**config.mk**
```make
export PLATFORM = sky130hd
export DESIGN_NAME = fcsu_top
export DESIGN_NICKNAME = d
export VERILOG_FILES = /design/src/inc/fcsu_pkg.sv /design/src/fcsu_top.sv
export SDC_FILE = /design/constraint.sdc
export NUM_CORES = 1
export LEC_CHECK = 0
export BUFFER_PORTS_ARGS = -buffer_cell sky130_fd_sc_hd__buf_4
export CAP_MARGIN = 20
export CORE_MARGIN = 3
export CORE_UTILIZATION = 31
export DETAILED_ROUTE_END_ITERATION = 16
export GPL_TIMING_DRIVEN = 0
export HOLD_SLACK_MARGIN = 0.02
export REMOVE_ABC_BUFFERS = 1
export SYNTH_ARGS = -nofsm -noshare
export SYNTH_HDL_FRONTEND = slang
export SYNTH_SLANG_ARGS = --single-unit
```
**constraint.sdc**
```tcl
create_clock -name sys_clk_in -period 4.5 [get_ports sys_clk_in]
set_clock_uncertainty 0.05 [all_clocks]
set_input_delay 0.225 -clock sys_clk_in [delete_from_list [all_inputs] [get_ports sys_clk_in]]
set_output_delay 0.225 -clock sys_clk_in [all_outputs]
set_load 0.01 [all_outputs]
```
**src/inc/fcsu_pkg.sv**
```systemverilog
// fcsu_pkg: constants and carrier types of the flash command/status unit.
// assumes a byte-wide register port and a single 250 MHz system clock.
package fcsu_pkg;
  // register port geometry
  localparam int ADDR_W = 3;
  localparam int DATA_W = 8;
  // register offsets
  localparam logic [ADDR_W-1:0] OFS_STATUS = 3'h0;
  localparam logic [ADDR_W-1:0] OFS_COMMAND = 3'h1;
  localparam logic [ADDR_W-1:0] OFS_DIVIDER = 3'h2;
  localparam logic [ADDR_W-1:0] OFS_IRQ_STATUS = 3'h3;
  localparam logic [ADDR_W-1:0] OFS_IRQ_MASK = 3'h4;
  // status register bit positions
  localparam int ST_BUF_EMPTY = 7;
  localparam int ST_COMPLETE = 6;
  localparam int ST_PROT_VIOL = 5;
  localparam int ST_ACC_ERR = 4;
  localparam int ST_BLANK = 2;
  // interrupt status bit positions
  localparam int IRQ_W = 4;
  localparam int IQ_DONE = 0;
  localparam int IQ_PROT = 1;
  localparam int IQ_ACCERR = 2;
  localparam int IQ_BLANK = 3;
  // command codes
  localparam logic [DATA_W-1:0] BLANK_CHECK_CMD = 8'h05;
  localparam logic [DATA_W-1:0] BYTE_PROGRAM_CMD = 8'h20;
  localparam logic [DATA_W-1:0] BURST_PROGRAM_CMD = 8'h25;
  localparam logic [DATA_W-1:0] PAGE_ERASE_CMD = 8'h40;
  localparam logic [DATA_W-1:0] MASS_ERASE_CMD = 8'h41;
  localparam int PAGE_BYTES = 512;
  // reset values
  localparam logic [DATA_W-1:0] COMMAND_RST = 8'h00;
  localparam logic [DATA_W-1:0] DIVIDER_RST = 8'h00;
  localparam logic [IRQ_W-1:0] IRQ_RST = 4'h0;
  localparam logic [1:0] SEC_SECURED = 2'h0;
  localparam logic [1:0] SEC_UNSECURED = 2'h2;
  localparam logic [DATA_W-1:0] ZERO_BYTE = 8'h00;
  // software command sequence
  typedef enum logic [1:0] {
    SEQ_IDLE,
    SEQ_DATA,
    SEQ_CMD
  } fcsu_seq_t;
  // register port request
  typedef struct packed {
    logic [ADDR_W-1:0] addr;
    logic [DATA_W-1:0] wdata;
    logic wr;
    logic rd;
  } fcsu_bus_req_t;
  // order to the array engine
  typedef struct packed {
    logic start;
    logic [DATA_W-1:0] code;
  } fcsu_exec_t;
endpackage

```
**src/fcsu_top.sv**
```systemverilog
// fcsu_top: command launch, sequencing and status flags of a flash unit.
// assumes the array engine, stop indication and array-write strobe all run
// on sys_clk_in; the engine reports the end of each command by done pulse.
//
// Behaviour
// - status bits 3, 1, 0 read zero; writes to them ignored.
// - writing one to buffer-empty bit 7 launches; sets again on burst transfer.
// - only burst program buffers; empty flag 0 when full, 1 when free.
// - complete bit 6 sets when idle and empty; clears on launch.
// - protected program or erase sets bit 5, command dropped; one clears.
// - broken command sequence sets access error bit 4, command dropped.
// - program or erase before divider written raises access error.
// - stop entry while command executes raises access error.
// - access error clears only by writing one; zero leaves it.
// - blank check end sets blank bit 2 when whole array erased.
// - blank bit clears on new valid launch; direct writes ignored.
// - command register accepts 0x05, 0x20, 0x25 and two erase codes.
// - 0x40 erases one 512-byte page, 0x41 erases whole array.
// - any other command code is illegal and raises access error.
// - successful blank check sets security field to unsecured 1:0.
//
// Local design decisions: the placing of the registers and the address-and-strobe port.
`timescale 1ns/1ps
module fcsu_top (
  // clock and reset
  input wire logic sys_clk_in,
  input wire logic rst_in,
  // register port
  input wire fcsu_pkg::fcsu_bus_req_t bus_in,
  output fcsu_pkg::fcsu_bus_req_t unused_out,
  output logic [fcsu_pkg::DATA_W-1:0] rdata_out,
  // software side events and system state
  input wire logic array_wr_in,
  input wire logic target_protected_in,
  input wire logic stop_mode_in,
  // array engine
  output fcsu_pkg::fcsu_exec_t exec_out,
  input wire logic exec_done_in,
  input wire logic blank_ok_in,
  // security and interrupt
  output logic [1:0] security_state_field_out,
  output logic irq_out
);
  import fcsu_pkg::*;

  // decode of the five recognised codes, shared by launch and checks
  function automatic logic is_legal(input logic [DATA_W-1:0] c);
    return c == BLANK_CHECK_CMD || c == BYTE_PROGRAM_CMD ||
           c == BURST_PROGRAM_CMD || c == PAGE_ERASE_CMD ||
           c == MASS_ERASE_CMD;
  endfunction

  function automatic logic is_prog_erase(input logic [DATA_W-1:0] c);
    return is_legal(c) && c != BLANK_CHECK_CMD;
  endfunction

  fcsu_seq_t seq, next_seq;
  logic [DATA_W-1:0] flash_command, next_flash_command;
  logic [DATA_W-1:0] flash_clock_divider, next_flash_clock_divider;
  logic div_written, next_div_written;
  logic busy, next_busy;
  logic [DATA_W-1:0] cur_code, next_cur_code;
  logic pend, next_pend;
  logic [DATA_W-1:0] pend_code, next_pend_code;
  logic protect_violation_flag, next_protect_violation_flag;
  logic access_error_flag, next_access_error_flag;
  logic blank_verified_flag, next_blank_verified_flag;
  logic [1:0] sec, next_sec;
  logic stop_q, next_stop_q;
  fcsu_exec_t exec, next_exec;
  logic [IRQ_W-1:0] irq_stat, next_irq_stat;
  logic [IRQ_W-1:0] irq_mask, next_irq_mask;
  logic [DATA_W-1:0] rdata, next_rdata;
  logic irq, next_irq;

  logic cmd_buffer_empty_flag;
  logic cmd_complete_flag;
  logic wr_status, launch, launch_ok, stop_abort, prev_complete;
  logic [DATA_W-1:0] flash_status;

  // buffer is free when nothing waits and any running job is a burst
  assign cmd_buffer_empty_flag = !pend &&
                                 (!busy || cur_code == BURST_PROGRAM_CMD);
  assign cmd_complete_flag = !busy && !pend;
  assign wr_status = bus_in.wr && bus_in.addr == OFS_STATUS;
  // a one written while the buffer is full is simply ignored
  assign launch = wr_status && bus_in.wdata[ST_BUF_EMPTY] &&
                  cmd_buffer_empty_flag;
  assign stop_abort = stop_mode_in && !stop_q && busy;

  // status image; unused positions are hard zero
  always_comb begin
    flash_status = ZERO_BYTE;
    flash_status[ST_BUF_EMPTY] = cmd_buffer_empty_flag;
    flash_status[ST_COMPLETE] = cmd_complete_flag;
    flash_status[ST_PROT_VIOL] = protect_violation_flag;
    flash_status[ST_ACC_ERR] = access_error_flag;
    flash_status[ST_BLANK] = blank_verified_flag;
  end

  // sequence checking, launch and flag updates
  always_comb begin
    next_seq = seq;
    next_flash_command = flash_command;
    next_flash_clock_divider = flash_clock_divider;
    next_div_written = div_written;
    next_busy = busy;
    next_cur_code = cur_code;
    next_pend = pend;
    next_pend_code = pend_code;
    next_protect_violation_flag = protect_violation_flag;
    next_access_error_flag = access_error_flag;
    next_blank_verified_flag = blank_verified_flag;
    next_sec = sec;
    next_stop_q = stop_mode_in;
    next_exec = '{start: 1'b0, code: exec.code};
    launch_ok = 1'b0;
    // software clears happen first so a same-cycle set wins
    if (wr_status && bus_in.wdata[ST_PROT_VIOL]) begin
      next_protect_violation_flag = 1'b0;
    end
    if (wr_status && bus_in.wdata[ST_ACC_ERR]) begin
      next_access_error_flag = 1'b0;
    end
    if (bus_in.wr && bus_in.addr == OFS_DIVIDER) begin
      next_flash_clock_divider = bus_in.wdata;
      next_div_written = 1'b1;
    end
    // software order: array write, command write, launch
    if (array_wr_in) begin
      if (seq == SEQ_IDLE) begin
        next_seq = SEQ_DATA;
      end else begin
        next_seq = SEQ_IDLE;
        next_access_error_flag = 1'b1;
      end
    end
    if (bus_in.wr && bus_in.addr == OFS_COMMAND) begin
      next_flash_command = bus_in.wdata;
      if (seq == SEQ_DATA) begin
        next_seq = SEQ_CMD;
      end else begin
        next_seq = SEQ_IDLE;
        next_access_error_flag = 1'b1;
      end
    end
    if (launch) begin
      next_seq = SEQ_IDLE;
      if (seq != SEQ_CMD || !is_legal(flash_command)) begin
        next_access_error_flag = 1'b1;
      end else if (is_prog_erase(flash_command) && !div_written) begin
        next_access_error_flag = 1'b1;
      end else if (is_prog_erase(flash_command) && target_protected_in) begin
        next_protect_violation_flag = 1'b1;
      end else if (busy && flash_command != BURST_PROGRAM_CMD) begin
        next_access_error_flag = 1'b1;
      end else begin
        launch_ok = 1'b1;
        next_blank_verified_flag = 1'b0;
        if (busy) begin
          next_pend = 1'b1;
          next_pend_code = flash_command;
        end else begin
          next_busy = 1'b1;
          next_cur_code = flash_command;
          next_exec = '{start: 1'b1, code: flash_command};
        end
      end
    end
    // engine finished: hand over the buffered burst or go idle
    if (busy && exec_done_in) begin
      if (cur_code == BLANK_CHECK_CMD && blank_ok_in) begin
        next_blank_verified_flag = 1'b1;
        next_sec = SEC_UNSECURED;
      end
      // a burst buffered in this very cycle is handed over too, else it
      // would sit in the buffer with the engine idle and never start
      if (next_pend) begin
        next_pend = 1'b0;
        next_cur_code = next_pend_code;
        next_exec = '{start: 1'b1, code: next_pend_code};
      end else begin
        next_busy = 1'b0;
      end
    end
    // stop entry kills the running and buffered job
    if (stop_abort) begin
      next_access_error_flag = 1'b1;
      next_busy = 1'b0;
      next_pend = 1'b0;
      next_exec.start = 1'b0;
    end
  end

  always_ff @(posedge sys_clk_in or posedge rst_in) begin
    if (rst_in) begin
      seq <= SEQ_IDLE;
      flash_command <= COMMAND_RST;
      flash_clock_divider <= DIVIDER_RST;
      div_written <= 1'b0;
      busy <= 1'b0;
      cur_code <= COMMAND_RST;
      pend <= 1'b0;
      pend_code <= COMMAND_RST;
      protect_violation_flag <= 1'b0;
      access_error_flag <= 1'b0;
      blank_verified_flag <= 1'b0;
      sec <= SEC_SECURED;
      stop_q <= 1'b0;
      exec <= '0;
    end else begin
      seq <= next_seq;
      flash_command <= next_flash_command;
      flash_clock_divider <= next_flash_clock_divider;
      div_written <= next_div_written;
      busy <= next_busy;
      cur_code <= next_cur_code;
      pend <= next_pend;
      pend_code <= next_pend_code;
      protect_violation_flag <= next_protect_violation_flag;
      access_error_flag <= next_access_error_flag;
      blank_verified_flag <= next_blank_verified_flag;
      sec <= next_sec;
      stop_q <= next_stop_q;
      exec <= next_exec;
    end
  end

  // read port and sticky interrupt bits; a read clears, but a new event
  // in the same cycle survives it
  logic [IRQ_W-1:0] irq_event;
  always_comb begin
    irq_event = '0;
    irq_event[IQ_DONE] = cmd_complete_flag && !prev_complete;
    irq_event[IQ_PROT] = next_protect_violation_flag &&
                         !protect_violation_flag;
    irq_event[IQ_ACCERR] = next_access_error_flag && !access_error_flag;
    irq_event[IQ_BLANK] = next_blank_verified_flag && !blank_verified_flag;
    next_irq_stat = irq_stat;
    next_irq_mask = irq_mask;
    next_rdata = ZERO_BYTE;
    if (bus_in.rd) begin
      case (bus_in.addr)
        OFS_STATUS: next_rdata = flash_status;
        OFS_COMMAND: next_rdata = flash_command;
        OFS_DIVIDER: next_rdata = flash_clock_divider;
        OFS_IRQ_STATUS: begin
          next_rdata = {{(DATA_W-IRQ_W){1'b0}}, irq_stat};
          next_irq_stat = '0;
        end
        OFS_IRQ_MASK: next_rdata = {{(DATA_W-IRQ_W){1'b0}}, irq_mask};
        default: next_rdata = ZERO_BYTE;
      endcase
    end
    if (bus_in.wr && bus_in.addr == OFS_IRQ_MASK) begin
      next_irq_mask = bus_in.wdata[IRQ_W-1:0];
    end
    next_irq_stat = next_irq_stat | irq_event;
    next_irq = |(next_irq_stat & next_irq_mask);
  end

  always_ff @(posedge sys_clk_in or posedge rst_in) begin
    if (rst_in) begin
      irq_stat <= IRQ_RST;
      irq_mask <= IRQ_RST;
      rdata <= ZERO_BYTE;
      irq <= 1'b0;
      prev_complete <= 1'b1;
    end else begin
      irq_stat <= next_irq_stat;
      irq_mask <= next_irq_mask;
      rdata <= next_rdata;
      irq <= next_irq;
      prev_complete <= cmd_complete_flag;
    end
  end

  assign rdata_out = rdata;
  assign irq_out = irq;
  assign exec_out = exec;
  assign security_state_field_out = sec;
  assign unused_out = '0;

  // checks
  property p_rsvd_zero;
    @(posedge sys_clk_in) disable iff (rst_in)
    bus_in.rd && bus_in.addr == OFS_STATUS |=>
      rdata_out[3] == 1'b0 && rdata_out[1] == 1'b0 && rdata_out[0] == 1'b0;
  endproperty
  a_rsvd_zero: assert property (p_rsvd_zero)
    else $error("reserved status bit read as one");

  property p_launch_start;
    @(posedge sys_clk_in) disable iff (rst_in)
    launch_ok && !busy && !stop_abort |=>
      exec_out.start && exec_out.code == $past(flash_command) ##1
      !exec_out.start;
  endproperty
  a_launch_start: assert property (p_launch_start)
    else $error("valid launch did not start engine for one cycle");

  property p_complete_clears;
    @(posedge sys_clk_in) disable iff (rst_in)
    launch_ok && !stop_abort |=> !cmd_complete_flag;
  endproperty
  a_complete_clears: assert property (p_complete_clears)
    else $error("complete flag still set after launch");

  property p_protect;
    @(posedge sys_clk_in) disable iff (rst_in)
    launch && seq == SEQ_CMD && is_prog_erase(flash_command) &&
      div_written && target_protected_in |=>
      protect_violation_flag && !exec_out.start;
  endproperty
  a_protect: assert property (p_protect)
    else $error("protected target not flagged or not dropped");

  property p_illegal;
    @(posedge sys_clk_in) disable iff (rst_in)
    launch && !is_legal(flash_command) |=>
      access_error_flag && !exec_out.start;
  endproperty
  a_illegal: assert property (p_illegal)
    else $error("illegal code did not raise access error");

  property p_no_divider;
    @(posedge sys_clk_in) disable iff (rst_in)
    launch && seq == SEQ_CMD && is_prog_erase(flash_command) &&
      !div_written |=> access_error_flag && !exec_out.start;
  endproperty
  a_no_divider: assert property (p_no_divider)
    else $error("program before divider write not flagged");

  property p_stop;
    @(posedge sys_clk_in) disable iff (rst_in)
    stop_mode_in && !stop_q && busy |=> access_error_flag && !busy;
  endproperty
  a_stop: assert property (p_stop)
    else $error("stop during command not flagged");

  property p_accerr_hold;
    @(posedge sys_clk_in) disable iff (rst_in)
    access_error_flag && !(wr_status && bus_in.wdata[ST_ACC_ERR]) |=>
      access_error_flag;
  endproperty
  a_accerr_hold: assert property (p_accerr_hold)
    else $error("access error cleared without a one written");

  property p_blank_set;
    @(posedge sys_clk_in) disable iff (rst_in)
    busy && exec_done_in && cur_code == BLANK_CHECK_CMD && blank_ok_in |=>
      blank_verified_flag && security_state_field_out == SEC_UNSECURED;
  endproperty
  a_blank_set: assert property (p_blank_set)
    else $error("passed blank check not recorded");

  property p_blank_write;
    @(posedge sys_clk_in) disable iff (rst_in)
    wr_status && !launch_ok && !exec_done_in |=> $stable(blank_verified_flag);
  endproperty
  a_blank_write: assert property (p_blank_write)
    else $error("blank flag changed by direct write");

  c_burst_buffered: cover property (@(posedge sys_clk_in)
    disable iff (rst_in) pend && exec_done_in);
  c_blank_pass: cover property (@(posedge sys_clk_in)
    disable iff (rst_in) blank_verified_flag && cmd_complete_flag);
  c_irq: cover property (@(posedge sys_clk_in)
    disable iff (rst_in) irq_out);
endmodule

```
Word level (Yosys, flattened, before mapping)
Cells that the tools add are included.
Word-level totals
  register bits after elaboration: 69
  bits in latches: 0
  bits in writable memories: 0
  ROM bits: 0
  input port bits: 20
  output and inout port bits: 33
  logic and storage cells: 151
  memories: 0
Operators by class
  $add $sub $neg: 0
  $mul: 0
  divide/modulo/power cells: 0
  magnitude comparators: 0
  eq/ne operators: 15
  shift-type cells: 0
  mux-type cells: 72
  bitwise operators: 2
  reductions and logical operators: 42
Operator list (count)
  two-way mux 8 bit: 15
  two-way mux 9 bit: 8
  two-way mux 1 bit: 41
  case mux 8 bit (5 select lines): 1
  equality test 8 x 6 -> 1 bit (second input constant): 3
  logical AND 1 bit: 22
  equality test 8 x 3 -> 1 bit (second input constant): 2
  equality test 8 x 7 -> 1 bit (second input constant): 2
  two-way mux 4 bit: 3
  logical NOT 1 bit: 9
  two-way mux 2 bit: 4
  != test 8 x 3 -> 1 bit (second input constant): 1
  != test 8 x 6 -> 1 bit (second input constant): 1
  equality test 3 x 2 -> 1 bit (second input constant): 2
  logical OR 1 bit: 6
  bitwise AND 4 bit: 1
  bitwise OR 4 bit: 1
  OR reduction 4 bit: 1
  equality test 3 x 1 -> 1 bit (second input constant): 1
  equality test 3 bit (second input constant): 1
  logical NOT 3 bit: 1
  nonzero test 3 bit: 1
  equality test 2 x 1 -> 1 bit (second input constant): 1
  logical NOT 2 bit: 1
  other kinds (2): 2

Logic depth before layout (Yosys ltp)
Gate-level depths: netlist of the first run.
  depth in word-level cells: 18
  mapped depth: 8
  mapped depth without buffers: 6

Least setup slack after synthesis of the first run
Ideal clock, no wire load.
  path kind: reg-to-reg
  start point: register cur_code[4]
  end point: register exec (netlist bit exec_out[4])
  setup time: 0.121 ns
  data arrival time: 2.298 ns
  required time: 4.329 ns
  slack: 2.031 ns
  stages on the path, launching flop included: 8
  path buffers: 1
  period minus slack after synthesis: 2.469 ns
  path through: dfrtp_1 -> or4b_1 -> o41a_1 -> nor4_4 -> and2_1 -> buf_2 -> nor2_1 -> a22o_1
RTL lines
  from (decl): RTL line fcsu_top.sv:62  | logic [DATA_W-1:0] cur_code, next_cur_code;
  from (signal assigned): RTL line fcsu_top.sv:217  | cur_code <= next_cur_code;
  to (signal assigned): RTL line fcsu_top.sv:225  | exec <= next_exec;
  to (decl): RTL line fcsu_top.sv:70  | fcsu_exec_t exec, next_exec;

==> results of run 1 <==
## critical path, delay by kind of cell (launching register included)
kind | cells | cell delay [ns]
flip-flops | 1 | 0.41
AND/OR/NAND/NOR | 5 | 2.24
AO/OA/AOI/OAI | 1 | 0.24
## Yosys cell counts, drive strengths merged (2+ instances only)
master	count	area, um^2
nor4	3	33.8
nor2	17	63.8
mux2i	4	40.0
nand2	27	101
buf	17	119
nand3	7	35.0
nand2b	10	62.6
o2bb2ai	6	52.6
nor3b	4	30.0
nor4bb	2	20.0
or4	2	15.0
a21oi	21	105
and3b	4	35.0
inv	10	37.5
mux2	22	248
nand3b	3	22.5
nand4b	3	26.3
a22o	3	26.3
and2	6	37.5
nor2b	2	12.5
a31oi	3	25.0
clkbuf	7	26.3
nor4b	2	17.5
dfrtp	68	1700
a22oi	4	30.0
nor3	6	30.0
o21ai	12	60.1
## layer usage
metal  GRT usage (%)  wire (um)
met1            16.6       3220
met5               0          0
met3            4.27        359
met4            3.74        130
met2            20.5       3170
## area by class of cell
| type | count | area, um^2 |
|---|---|---|
| Fill cell | 994 | 6100 |
| Sequential cell | 69 | 1730 |
| Multi-Input combinational cell | 200 | 1300 |
| Timing Repair Buffer | 39 | 295 |
| Clock buffer | 14 | 193 |
| Tap cell | 133 | 166 |
| Inverter | 10 | 40.0 |
| Clock inverter | 2 | 37.5 |
## sequential cells by signal, summed over array words and instances (netlist names), 2 cells and up
name                 count
exec_out                 9
irq_stat                 4
flash_clock_divider      8
rdata_out                8
seq                      2
irq_mask                 4
flash_command            8
pend_code                8
cur_code                 8
## logic make-up (layout without fill, tap and decap cells)
group | count (synthesis) | in the layout
other | 1 | 14
and+or+nand+nor | 102 | 102
AOI/OAI and AO/OA | 57 | 57
DFF | 69 | 69
muxes | 27 | 27
buffers and inverters | 34 | 65
## through the flow
step                      setup WS, ns  hold slack [ns]  instances
final                             1.44          0.00358        467
after global routing              1.24           0.0478        467
after CTS                         1.39           0.0400        467
after detailed placement          1.42            0.299        450
after global placement            1.43            0.302        450
after floorplan                   1.82            0.206        279
## cell usage in the layout, fill, tap and decap left out, drive strengths merged, types with 12 or more instances in the layout
cell / n
dfrtp: 68
a21oi: 21
conb: 14
buf: 38
mux2: 22
o21ai: 12
nor2: 17
nand2: 27
clkbuf: 14
## timing repair
action | CTS | global route
endpoints found under the setup margin | 0 | 0
hold buffers | 1 | 0
hold endpoints to repair | 1 | 0
## worst paths after layout
path	start	to	depth (start not counted)
worst max register to register	flash_command[1]$_DFFE_PP0P_	exec_out[4]$_DFF_PP0_	6
worst min-delay path	rst_in	pend_code[3]$_DFF_PP0_	2
max in group asynchronous	rst_in	busy$_DFF_PP0_	2
worst min register to register	pend_code[2]$_DFF_PP0_	pend_code[2]$_DFF_PP0_	1
min in group sys_clk_in	bus_in[7]	flash_command[5]$_DFFE_PP0P_	3
worst max-delay path	flash_command[1]$_DFFE_PP0P_	exec_out[4]$_DFF_PP0_	6
## power breakdown
group	total (mW)	switching, mW	internal, mW
Combinational	0.188	0.0916	0.0966
Clock	0.557	0.225	0.332
Sequential	0.732	0.0532	0.679
Total	1.48	0.370	1.11
==> flow_metrics.env, run 1 <==
export IMPL_status="completed"
export IMPL_synth_edf_count=0
export IMPL_io_pins=53
export IMPL_synthAdderAreaFrac_pct=0
export IMPL_fp_dieArea_um2=11500
export IMPL_firstDrtPassIters=5
export IMPL_ant_nets=0
export IMPL_yosys_area_share_xor_xnor_pct=0
export IMPL_min_path_type="in2async"
export IMPL_grt_pass1_vias=2337
export IMPL_fin_tns_setup_ns=0
export IMPL_p_leak_nw=1.73
export IMPL_vdd_drop_max_v=0.000200
export IMPL_arrival_ns=3.24
export IMPL_slowest_delay_ns=0.63
export IMPL_relSlewSlack_pct=41.0
export IMPL_coreArea_um2=9860
export IMPL_clkLatencyLatePin_ns=0.34
export IMPL_crit_path_cell_trace="or4_1 > or3_1 > nor4_4 > nand3_1 > and2_1 > a22o_1"
export IMPL_gr_usage_all_layers_pct=12.9
export IMPL_synth_warnings=0
export IMPL_gp_congestion=0.861
export IMPL_synth_top_family_by_area="simple AND/OR/NAND/NOR gates"
export IMPL_die_w_um=107
export IMPL_die_y_um=107
export IMPL_netlist_instances=290
export IMPL_n_antenna_cell=0
export IMPL_clock_root_buffer="clkbuf_8"
export IMPL_max_freq_ghz=0.327
export IMPL_max_cap_viol_count=0
export IMPL_drc=0
export IMPL_synth_seq_area_share_pct=54.6
export IMPL_synth_compound_area_share_pct=11.7
export IMPL_drt_iter0_markers=125
export IMPL_syn2layout_area_growth_pct=18.9
export IMPL_synthMuxAreaShare_pct=9.80
export IMPL_drive_gt1_share_pct=24.9
export IMPL_viasPerCell=4.84
export IMPL_io_buffers=38
export IMPL_rows=36
export IMPL_layout_nets=349
export IMPL_synth_simple_area_share_pct=18.1
export IMPL_ys_ff_latch=69
export IMPL_period_share_pct=68.0
export IMPL_cellPowerDensity_nw_per_um2=393
export IMPL_rsz0062_at_grt="false"
export IMPL_cts_htree_levels=3
export IMPL_hold_violations=0
export IMPL_dp_hpwl_um=4910
export IMPL_slowest_stage="or4_1"
export IMPL_initial_core_util_pct=32.1
export IMPL_syn_avg_cell_area_um2=10.9
export IMPL_ys_types=47
export IMPL_cts_setup_buffers=0
export IMPL_clockBufferDepth=2
export IMPL_drv_slew=0
export IMPL_cp_max_fo=13
export IMPL_clkTransAtPathRegs_ns=0.07
export IMPL_regToRegSetupSlack_ns=1.44
export IMPL_total_power_mw=1.48
export IMPL_antenna_found_initial=0
export IMPL_vias=2260
export IMPL_fin_crit_ns=3.06
export IMPL_routedWlPerCell_um=14.7
export IMPL_grt_max_degree=70
export IMPL_cts_tree="done"
export IMPL_crit_type="reg2reg"
export IMPL_grt_ovfl_total=0
export IMPL_wirelength_um=6890
export IMPL_syn_area_um2=3170
export IMPL_fin_util_pct=38.2
export IMPL_cp_start_kind="register"
export IMPL_cp_required_ns=4.68
export IMPL_finalInstanceArea_um2=3760
export IMPL_critPathCaptureType="register"
export IMPL_finalSetupViolCount=0
export IMPL_max_slew_worst_pin_slew_ns=0.874
export IMPL_grt_pass1_wl_um=11700
export IMPL_synthArstFlopShare_pct=100
export IMPL_synth_ff_type="dfrtp_1"
export IMPL_cts_made_buffers=9
export IMPL_place_area_um2=3520
export IMPL_numClockSinks=69
export IMPL_cts_resized=0
Power figures use the tool's default switching activity.
==> run 2, diff against run 1 <==
==> constraint.sdc (replaced) <==
create_clock -name sys_clk_in -period 2.5 [get_ports sys_clk_in]
set_clock_uncertainty 0.05 [all_clocks]
set_input_delay 0.125 -clock sys_clk_in [delete_from_list [all_inputs] [get_ports sys_clk_in]]
set_output_delay 0.125 -clock sys_clk_in [all_outputs]
set_load 0.01 [all_outputs]
==> run 2 against run 1 <==
The flow now finishes with violations (negative setup slack); design area increased by 9.9%; register-to-register slack worse by 1.5 ns; sequential share of layout area fell by 4.1 points; critical path depth grew 1; count of clock-buffer cells in the layout is the same; core utilization rose by 3.8 points; wire length increased by 6.5%; via count up 4.8%; worst setup slack worse by 1.5 ns; global-route usage up 0.46 points; largest cell class unchanged; largest power group unchanged; worst hold slack better by 0.070 ns.
==> flow_metrics.env, run 2 (same netlist as run 1, synthesis figures left out) <==
export IMPL_n_antenna_cell=0
export IMPL_drive_gt1_share_pct=34.2
export IMPL_stdcell_count=490
export IMPL_slowest_stage="or4b_4"
export IMPL_max_freq_ghz=0.387
export IMPL_arrival_ns=2.80
export IMPL_fin_crit_ns=2.58
export IMPL_clkTransAtPathRegs_ns=0.07
export IMPL_rsz0062_at_grt="true"
export IMPL_initial_core_util_pct=32.1
export IMPL_fill_cells=941
export IMPL_clkLatencyLatePin_ns=0.34
export IMPL_reg2reg_depth=7
export IMPL_r2r_end="irq_out$_DFF_PP0_"
export IMPL_p_clk_share_pct=37.2
export IMPL_grt_pass1_vias=2445
export IMPL_reg2reg_from="cur_code[6]$_DFF_PP0_"
export IMPL_power_frac_seq_pct=48.8
export IMPL_crit_type="reg2reg"
export IMPL_finalSetupViolCount=18
export IMPL_regToRegSetupSlack_ns=-0.08
export IMPL_hold_violations=0
export IMPL_clockBufferDepth=2
export IMPL_layout_common_cells="dfrtp_1 (68), buf_4 (45), nand2_1 (24), mux2_2 (22), nor2_1 (16)"
export IMPL_clock_root_buffer="clkbuf_8"
export IMPL_hold_start="bus_in[12]"
export IMPL_layout_setup_ws_ns=-0.0836
export IMPL_coreArea_um2=9860
export IMPL_total_power_mw=2.70
export IMPL_antenna_found_initial=0
export IMPL_layout_commonest_cell="dfrtp_1"
export IMPL_numClockSinks=69
export IMPL_status="finished, violations left"
export IMPL_grt_ovfl_total=0
export IMPL_drv_slew=0
export IMPL_drt_iter0_markers=130
export IMPL_ant_nets=0
export IMPL_min_path_cells=3
export IMPL_timing_hold_ws_ns=0.0738
export IMPL_place_inst=450
export IMPL_cellPowerDensity_nw_per_um2=653
export IMPL_vias=2369
export IMPL_max_slew_worst_pin_slew_ns=0.877
export IMPL_internal_power_mw=2.02
export IMPL_io_pins=53
export IMPL_gp_congestion=0.861
export IMPL_routedWlPerCell_um=15.0
export IMPL_wirelength_um=7330
export IMPL_drc=0
export IMPL_syn2layout_area_growth_pct=30.7
export IMPL_crit_path_cell_trace="or4b_4 > o41a_1 > nor4_4 > buf_6 > nand4_1 > o311a_1 > o21ai_2"
export IMPL_p_leak_nw=1.87
export IMPL_violations="negative setup slack"
export IMPL_die_w_um=107
export IMPL_vdd_drop_max_v=0.000350
export IMPL_cts_made_buffers=9
export IMPL_period_share_pct=103
export IMPL_largest_register_ffs=9
export IMPL_grt_pass1_wl_um=12100
export IMPL_slowest_delay_ns=0.54
export IMPL_comb_power_share_pct=14.0
export IMPL_critPathCaptureType="register"
export IMPL_power_switching_uw=681
export IMPL_cp_required_ns=2.72
export IMPL_switching_share_pct=25.2
export IMPL_cp_max_fo=7
export IMPL_min_path_type="in2reg"
export IMPL_viasPerCell=4.83
export IMPL_finalInstanceArea_um2=4140
export IMPL_max_cap_viol_count=0
export IMPL_place_area_um2=3520
export IMPL_cts_tree="done"
export IMPL_firstDrtPassIters=4
export IMPL_gr_usage_all_layers_pct=13.3
export IMPL_fp_dieArea_um2=11500
export IMPL_cts_htree_levels=3
export IMPL_cp_start_kind="register"
export IMPL_hold_end="rdata_out[2]$_DFF_PP0_"
export IMPL_dp_hpwl_um=4910
export IMPL_io_buffers=38
export IMPL_pre_cts_ws_ns=-0.582
export IMPL_grt_max_degree=70
export IMPL_rows=36
export IMPL_layout_nets=372
export IMPL_relSlewSlack_pct=40.7
export IMPL_die_y_um=107
run 2: cell count changes in the layout (fill, tap and decap cells not counted), moves of 3 or more:
cell,change
dlygate4sd3_1,+11
buf_4,+7
a21oi_1,-6
a21oi_2,+5
buf_6,+5
inv_1,-3
inv_2,+3
nand2_1,-3
nand2_4,+3
nor3b_1,-3
run 2: power groups by stage:
stage / registers (mW) / clock network (mW) / logic (mW)
global route: 1.33 / 1.09 / 0.421
detailed placement: 1.34 / 0 / 0.341
finish: 1.32 / 1.00 / 0.379
CTS: 1.32 / 1.03 / 0.377
floorplan: 1.32 / 0 / 0.230
global placement: 1.33 / 0 / 0.332
run 2: routing by layer:
layer / global-route usage (%) / wire length, um
met1: 17.2 / 3440
met2: 21.4 / 3390
met3: 4.21 / 411
met4: 3.74 / 90
met5: 0 / 0
run 2: worst max-delay path by stage:
stage	from	end	slack, ns	cells after the start
floorplan	cur_code[4]$_DFF_PP0_	exec_out[4]$_DFF_PP0_	-0.18	6
global placement	cur_code[4]$_DFF_PP0_	exec_out[4]$_DFF_PP0_	-0.57	6
detailed placement	flash_command[1]$_DFFE_PP0P_	exec_out[4]$_DFF_PP0_	-0.58	6
CTS	flash_command[1]$_DFFE_PP0P_	exec_out[6]$_DFF_PP0_	-0.01	8
global route	cur_code[6]$_DFF_PP0_	exec_out[0]$_DFF_PP0_	-0.14	8
finish	cur_code[6]$_DFF_PP0_	irq_out$_DFF_PP0_	-0.08	7
run 2: what timing repair did:
action | 4_1_cts | 5_1_grt
hold buffers | 12 | 0
buffers inserted | 9 | 4
resized for setup | 12 | 30
endpoints found under the hold margin | 95 | 0
pin swaps | 3 | 9
endpoints found under the setup margin | 27 | 22
gates cloned | 0 | 0
run 2: final cells by class:
| class | instances | area (um^2) | area share (%) |
|---|---|---|---|
| flip-flops and latches | 69 | 1730 | 41.8 |
| multi-input cells | 200 | 1460 | 35.2 |
| repair buffers | 62 | 514 | 12.4 |
| clock buffers | 14 | 193 | 4.66 |
| well taps | 133 | 166 | 4.02 |
| inverters | 10 | 40.0 | 0.968 |
| clock inverters | 2 | 37.5 | 0.907 |
run 2: stage by stage:
stage / TNS (ns) / utilization (%)
detailed placement: -9.30 / 35.7
floorplan: -0.372 / -
CTS: -0.0271 / 40.6
global placement: -28.19 / 35.7
global route: -2.06 / 41.9
finish: -0.774 / 41.9
run 2: worst max-delay path, delay by kind of cell (launching register included):
family	cells	cell delay, ns
AOI/OAI and AO/OA	3	0.88
DFF	1	0.40
buffers and inverters	1	0.18
and+or+nand+nor	3	1.01
==> run 3, diff against run 2 <==
--- a/config.mk
+++ b/config.mk
@@ -5,11 +5,11 @@
 export SDC_FILE = /design/constraint.sdc
 export NUM_CORES = 1
 export LEC_CHECK = 0
-export BUFFER_PORTS_ARGS = -buffer_cell sky130_fd_sc_hd__buf_4
 export CAP_MARGIN = 20
 export CORE_MARGIN = 3
 export CORE_UTILIZATION = 31
 export DETAILED_ROUTE_END_ITERATION = 16
+export DONT_BUFFER_PORTS = 1
 export GPL_TIMING_DRIVEN = 0
 export HOLD_SLACK_MARGIN = 0.02
 export REMOVE_ABC_BUFFERS = 1
==> constraint.sdc (replaced) <==
create_clock -name sys_clk_in -period 2.5 [get_ports sys_clk_in]
set_clock_uncertainty 0.05 [all_clocks]
set_input_delay 0.25 -clock sys_clk_in [delete_from_list [all_inputs] [get_ports sys_clk_in]]
set_output_delay 0.25 -clock sys_clk_in [all_outputs]
set_load 0.01 [all_outputs]
==> run 3 against run 2 <==
The flow still finishes with violations (negative setup slack); die area did not move; power fell by 11%; sequential share of layout area rose by 4.8 points; core utilization fell by 4.3 points; first-iteration DRC count fell by 3.1%; worst hold slack got worse by 0.038 ns; design area fell by 10%; critical path depth did not move; global-route usage fell by 0.36 points; flip-flop and latch count did not move; clock power fell by 24%; critical path type unchanged.
==> flow_metrics.env, run 3 (same netlist as run 1, synthesis figures left out) <==
export IMPL_status="finished, violations left"
export IMPL_violations="negative setup slack"
export IMPL_grt_ovfl_total=0
export IMPL_rsz0062_at_grt="true"
export IMPL_gp_congestion=0.832
export IMPL_die_y_um=107
export IMPL_arrival_ns=2.73
export IMPL_numClockSinks=69
export IMPL_place_area_um2=3240
export IMPL_die_w_um=107
export IMPL_place_inst=412
export IMPL_layout_setup_ws_ns=-0.0241
export IMPL_layout_commonest_cell="dfrtp_1"
export IMPL_clock_root_buffer="clkbuf_8"
export IMPL_hold_start="bus_in[7]"
export IMPL_min_path_type="in2reg"
export IMPL_p_leak_nw=1.63
export IMPL_clockBufferDepth=2
export IMPL_stdcell_count=451
export IMPL_reg2reg_from="flash_command[3]$_DFFE_PP0P_"
export IMPL_grt_pass1_wl_um=11600
export IMPL_io_pins=53
export IMPL_crit_type="reg2reg"
export IMPL_max_freq_ghz=0.396
export IMPL_dr_wl_met2_um=3320
export IMPL_cp_required_ns=2.71
export IMPL_antenna_found_initial=0
export IMPL_clkTransAtPathRegs_ns=0.06
export IMPL_io_buffers=0
export IMPL_cts_tree="done"
export IMPL_internal_power_mw=1.78
export IMPL_hold_violations=0
export IMPL_ant_nets=0
export IMPL_fill_cells=978
export IMPL_drt_iter0_markers=126
export IMPL_coreArea_um2=9860
export IMPL_finalSetupViolCount=3
export IMPL_layout_common_cells="dfrtp_1 (68), nand2_1 (24), mux2_2 (22), a21oi_1 (21), nor2_1 (16)"
export IMPL_max_cap_viol_count=0
export IMPL_clkLatencyLatePin_ns=0.34
export IMPL_power_frac_seq_pct=55.0
export IMPL_pre_cts_ws_ns=-0.545
export IMPL_viasPerCell=4.96
export IMPL_comb_power_share_pct=13.6
export IMPL_drive_gt1_share_pct=21.7
export IMPL_crit_end="irq_out$_DFF_PP0_"
export IMPL_cts_made_buffers=9
export IMPL_fp_dieArea_um2=11500
export IMPL_p_clk_share_pct=31.3
export IMPL_switching_share_pct=26.3
export IMPL_reg2reg_depth=7
export IMPL_gr_usage_all_layers_pct=13.0
export IMPL_cellPowerDensity_nw_per_um2=650
export IMPL_regToRegSetupSlack_ns=-0.02
export IMPL_cp_max_fo=8
export IMPL_timing_hold_ws_ns=0.0356
export IMPL_fin_crit_ns=2.52
export IMPL_max_slew_worst_pin_slew_ns=0.880
export IMPL_n_antenna_cell=0
export IMPL_routedWlPerCell_um=16.1
export IMPL_vdd_drop_max_v=0.000310
export IMPL_layout_nets=334
export IMPL_power_switching_uw=634
export IMPL_finalInstanceArea_um2=3710
export IMPL_firstDrtPassIters=4
export IMPL_largest_register_ffs=9
export IMPL_vias=2239
export IMPL_crit_start="flash_command[3]$_DFFE_PP0P_"
export IMPL_wirelength_um=7260
export IMPL_m1WireLength_um=3350
export IMPL_r2r_end="irq_out$_DFF_PP0_"
export IMPL_relSlewSlack_pct=40.6
export IMPL_drc=0
export IMPL_cts_htree_levels=3
export IMPL_rows=36
export IMPL_dp_hpwl_um=4780
export IMPL_drv_slew=0
export IMPL_wl_met3_um=517
export IMPL_cp_start_kind="register"
export IMPL_grt_max_degree=70
export IMPL_grt_pass1_vias=2291
export IMPL_critPathCaptureType="register"
export IMPL_syn2layout_area_growth_pct=17.2
export IMPL_period_share_pct=101
export IMPL_initial_core_util_pct=32.1
export IMPL_routed_top_layer="met4"
[run 3: cell types whose count changed in the layout (fill, tap and decap cells not counted), moves of 2 or more]
cell / before / now
a21oi_1: 15 / 21
clkbuf_1: 0 / 3
a21oi_2: 5 / 0
clkbuf_8: 14 / 10
inv_2: 3 / 0
inv_1: 6 / 9
buf_6: 5 / 2
nand2_2: 0 / 3
buf_4: 45 / 8
nor3b_2: 1 / 3
nand2_4: 3 / 0
nor3b_4: 2 / 0
clkinv_2: 0 / 2
[run 3: worst min path at each step]
stage	end	slack, ns	cells after the start
finish	protect_violation_flag$_DFF_PP0_	0.04	3
global route	irq_mask[0]$_DFF_PP0_	0.03	1
detailed placement	stop_q$_DFF_PP0_	0.23	0
CTS	access_error_flag$_DFF_PP0_	0.02	3
floorplan	stop_q$_DFF_PP0_	0.23	0
global placement	stop_q$_DFF_PP0_	0.23	0
[run 3: routing by layer]
metal	global-route usage, %	vias up
met1	17.3	1110
met5	0	-
met4	3.84	0
met2	19.7	66
met3	4.64	9
li1	-	1054
[run 3: layout make-up]
class	count	area (um^2)	area share, %
Multi-Input combinational cell	201	1410	37.9
Timing Repair Buffer	23	213	5.73
Inverter	10	40.0	1.08
Clock buffer	13	149	4.01
Clock inverter	2	10.0	0.270
Tap cell	133	166	4.48
Sequential cell	69	1730	46.6
[run 3: what timing repair did]
action,CTS,global route
setup endpoints to repair,27,21
endpoints found under the hold margin,90,0
pin swaps,5,1
resized for setup,12,10
hold buffers,13,0
gates cloned,0,1
buffers inserted,7,3
[run 3: stage by stage]
step                      utilization [%]  setup TNS [ns]  power (mW)
after floorplan                         -          -0.372        1.55
after global placement               32.8          -27.28        1.61
after detailed placement             32.8           -8.45        1.62
after CTS                            36.9               0        2.43
after global routing                 37.6          -0.959        2.54
final                                37.6         -0.0349        2.41
[run 3: power by group through the flow]
stage | Combinational [mW] | Sequential [mW] | Clock, mW
floorplan | 0.230 | 1.32 | 0
global placement | 0.263 | 1.34 | 0
detailed placement | 0.271 | 1.35 | 0
finish | 0.329 | 1.33 | 0.756
CTS | 0.322 | 1.33 | 0.779
global route | 0.369 | 1.34 | 0.825
[run 3: worst max-delay path: stages, from the launching register on]
cell and delay [ns]:
dfrtp_1 0.40, or4_4 0.56, or3_4 0.37, nor4_4 0.29, buf_6 0.19, nand4_1 0.17
o311a_1 0.35, o21ai_2 0.07
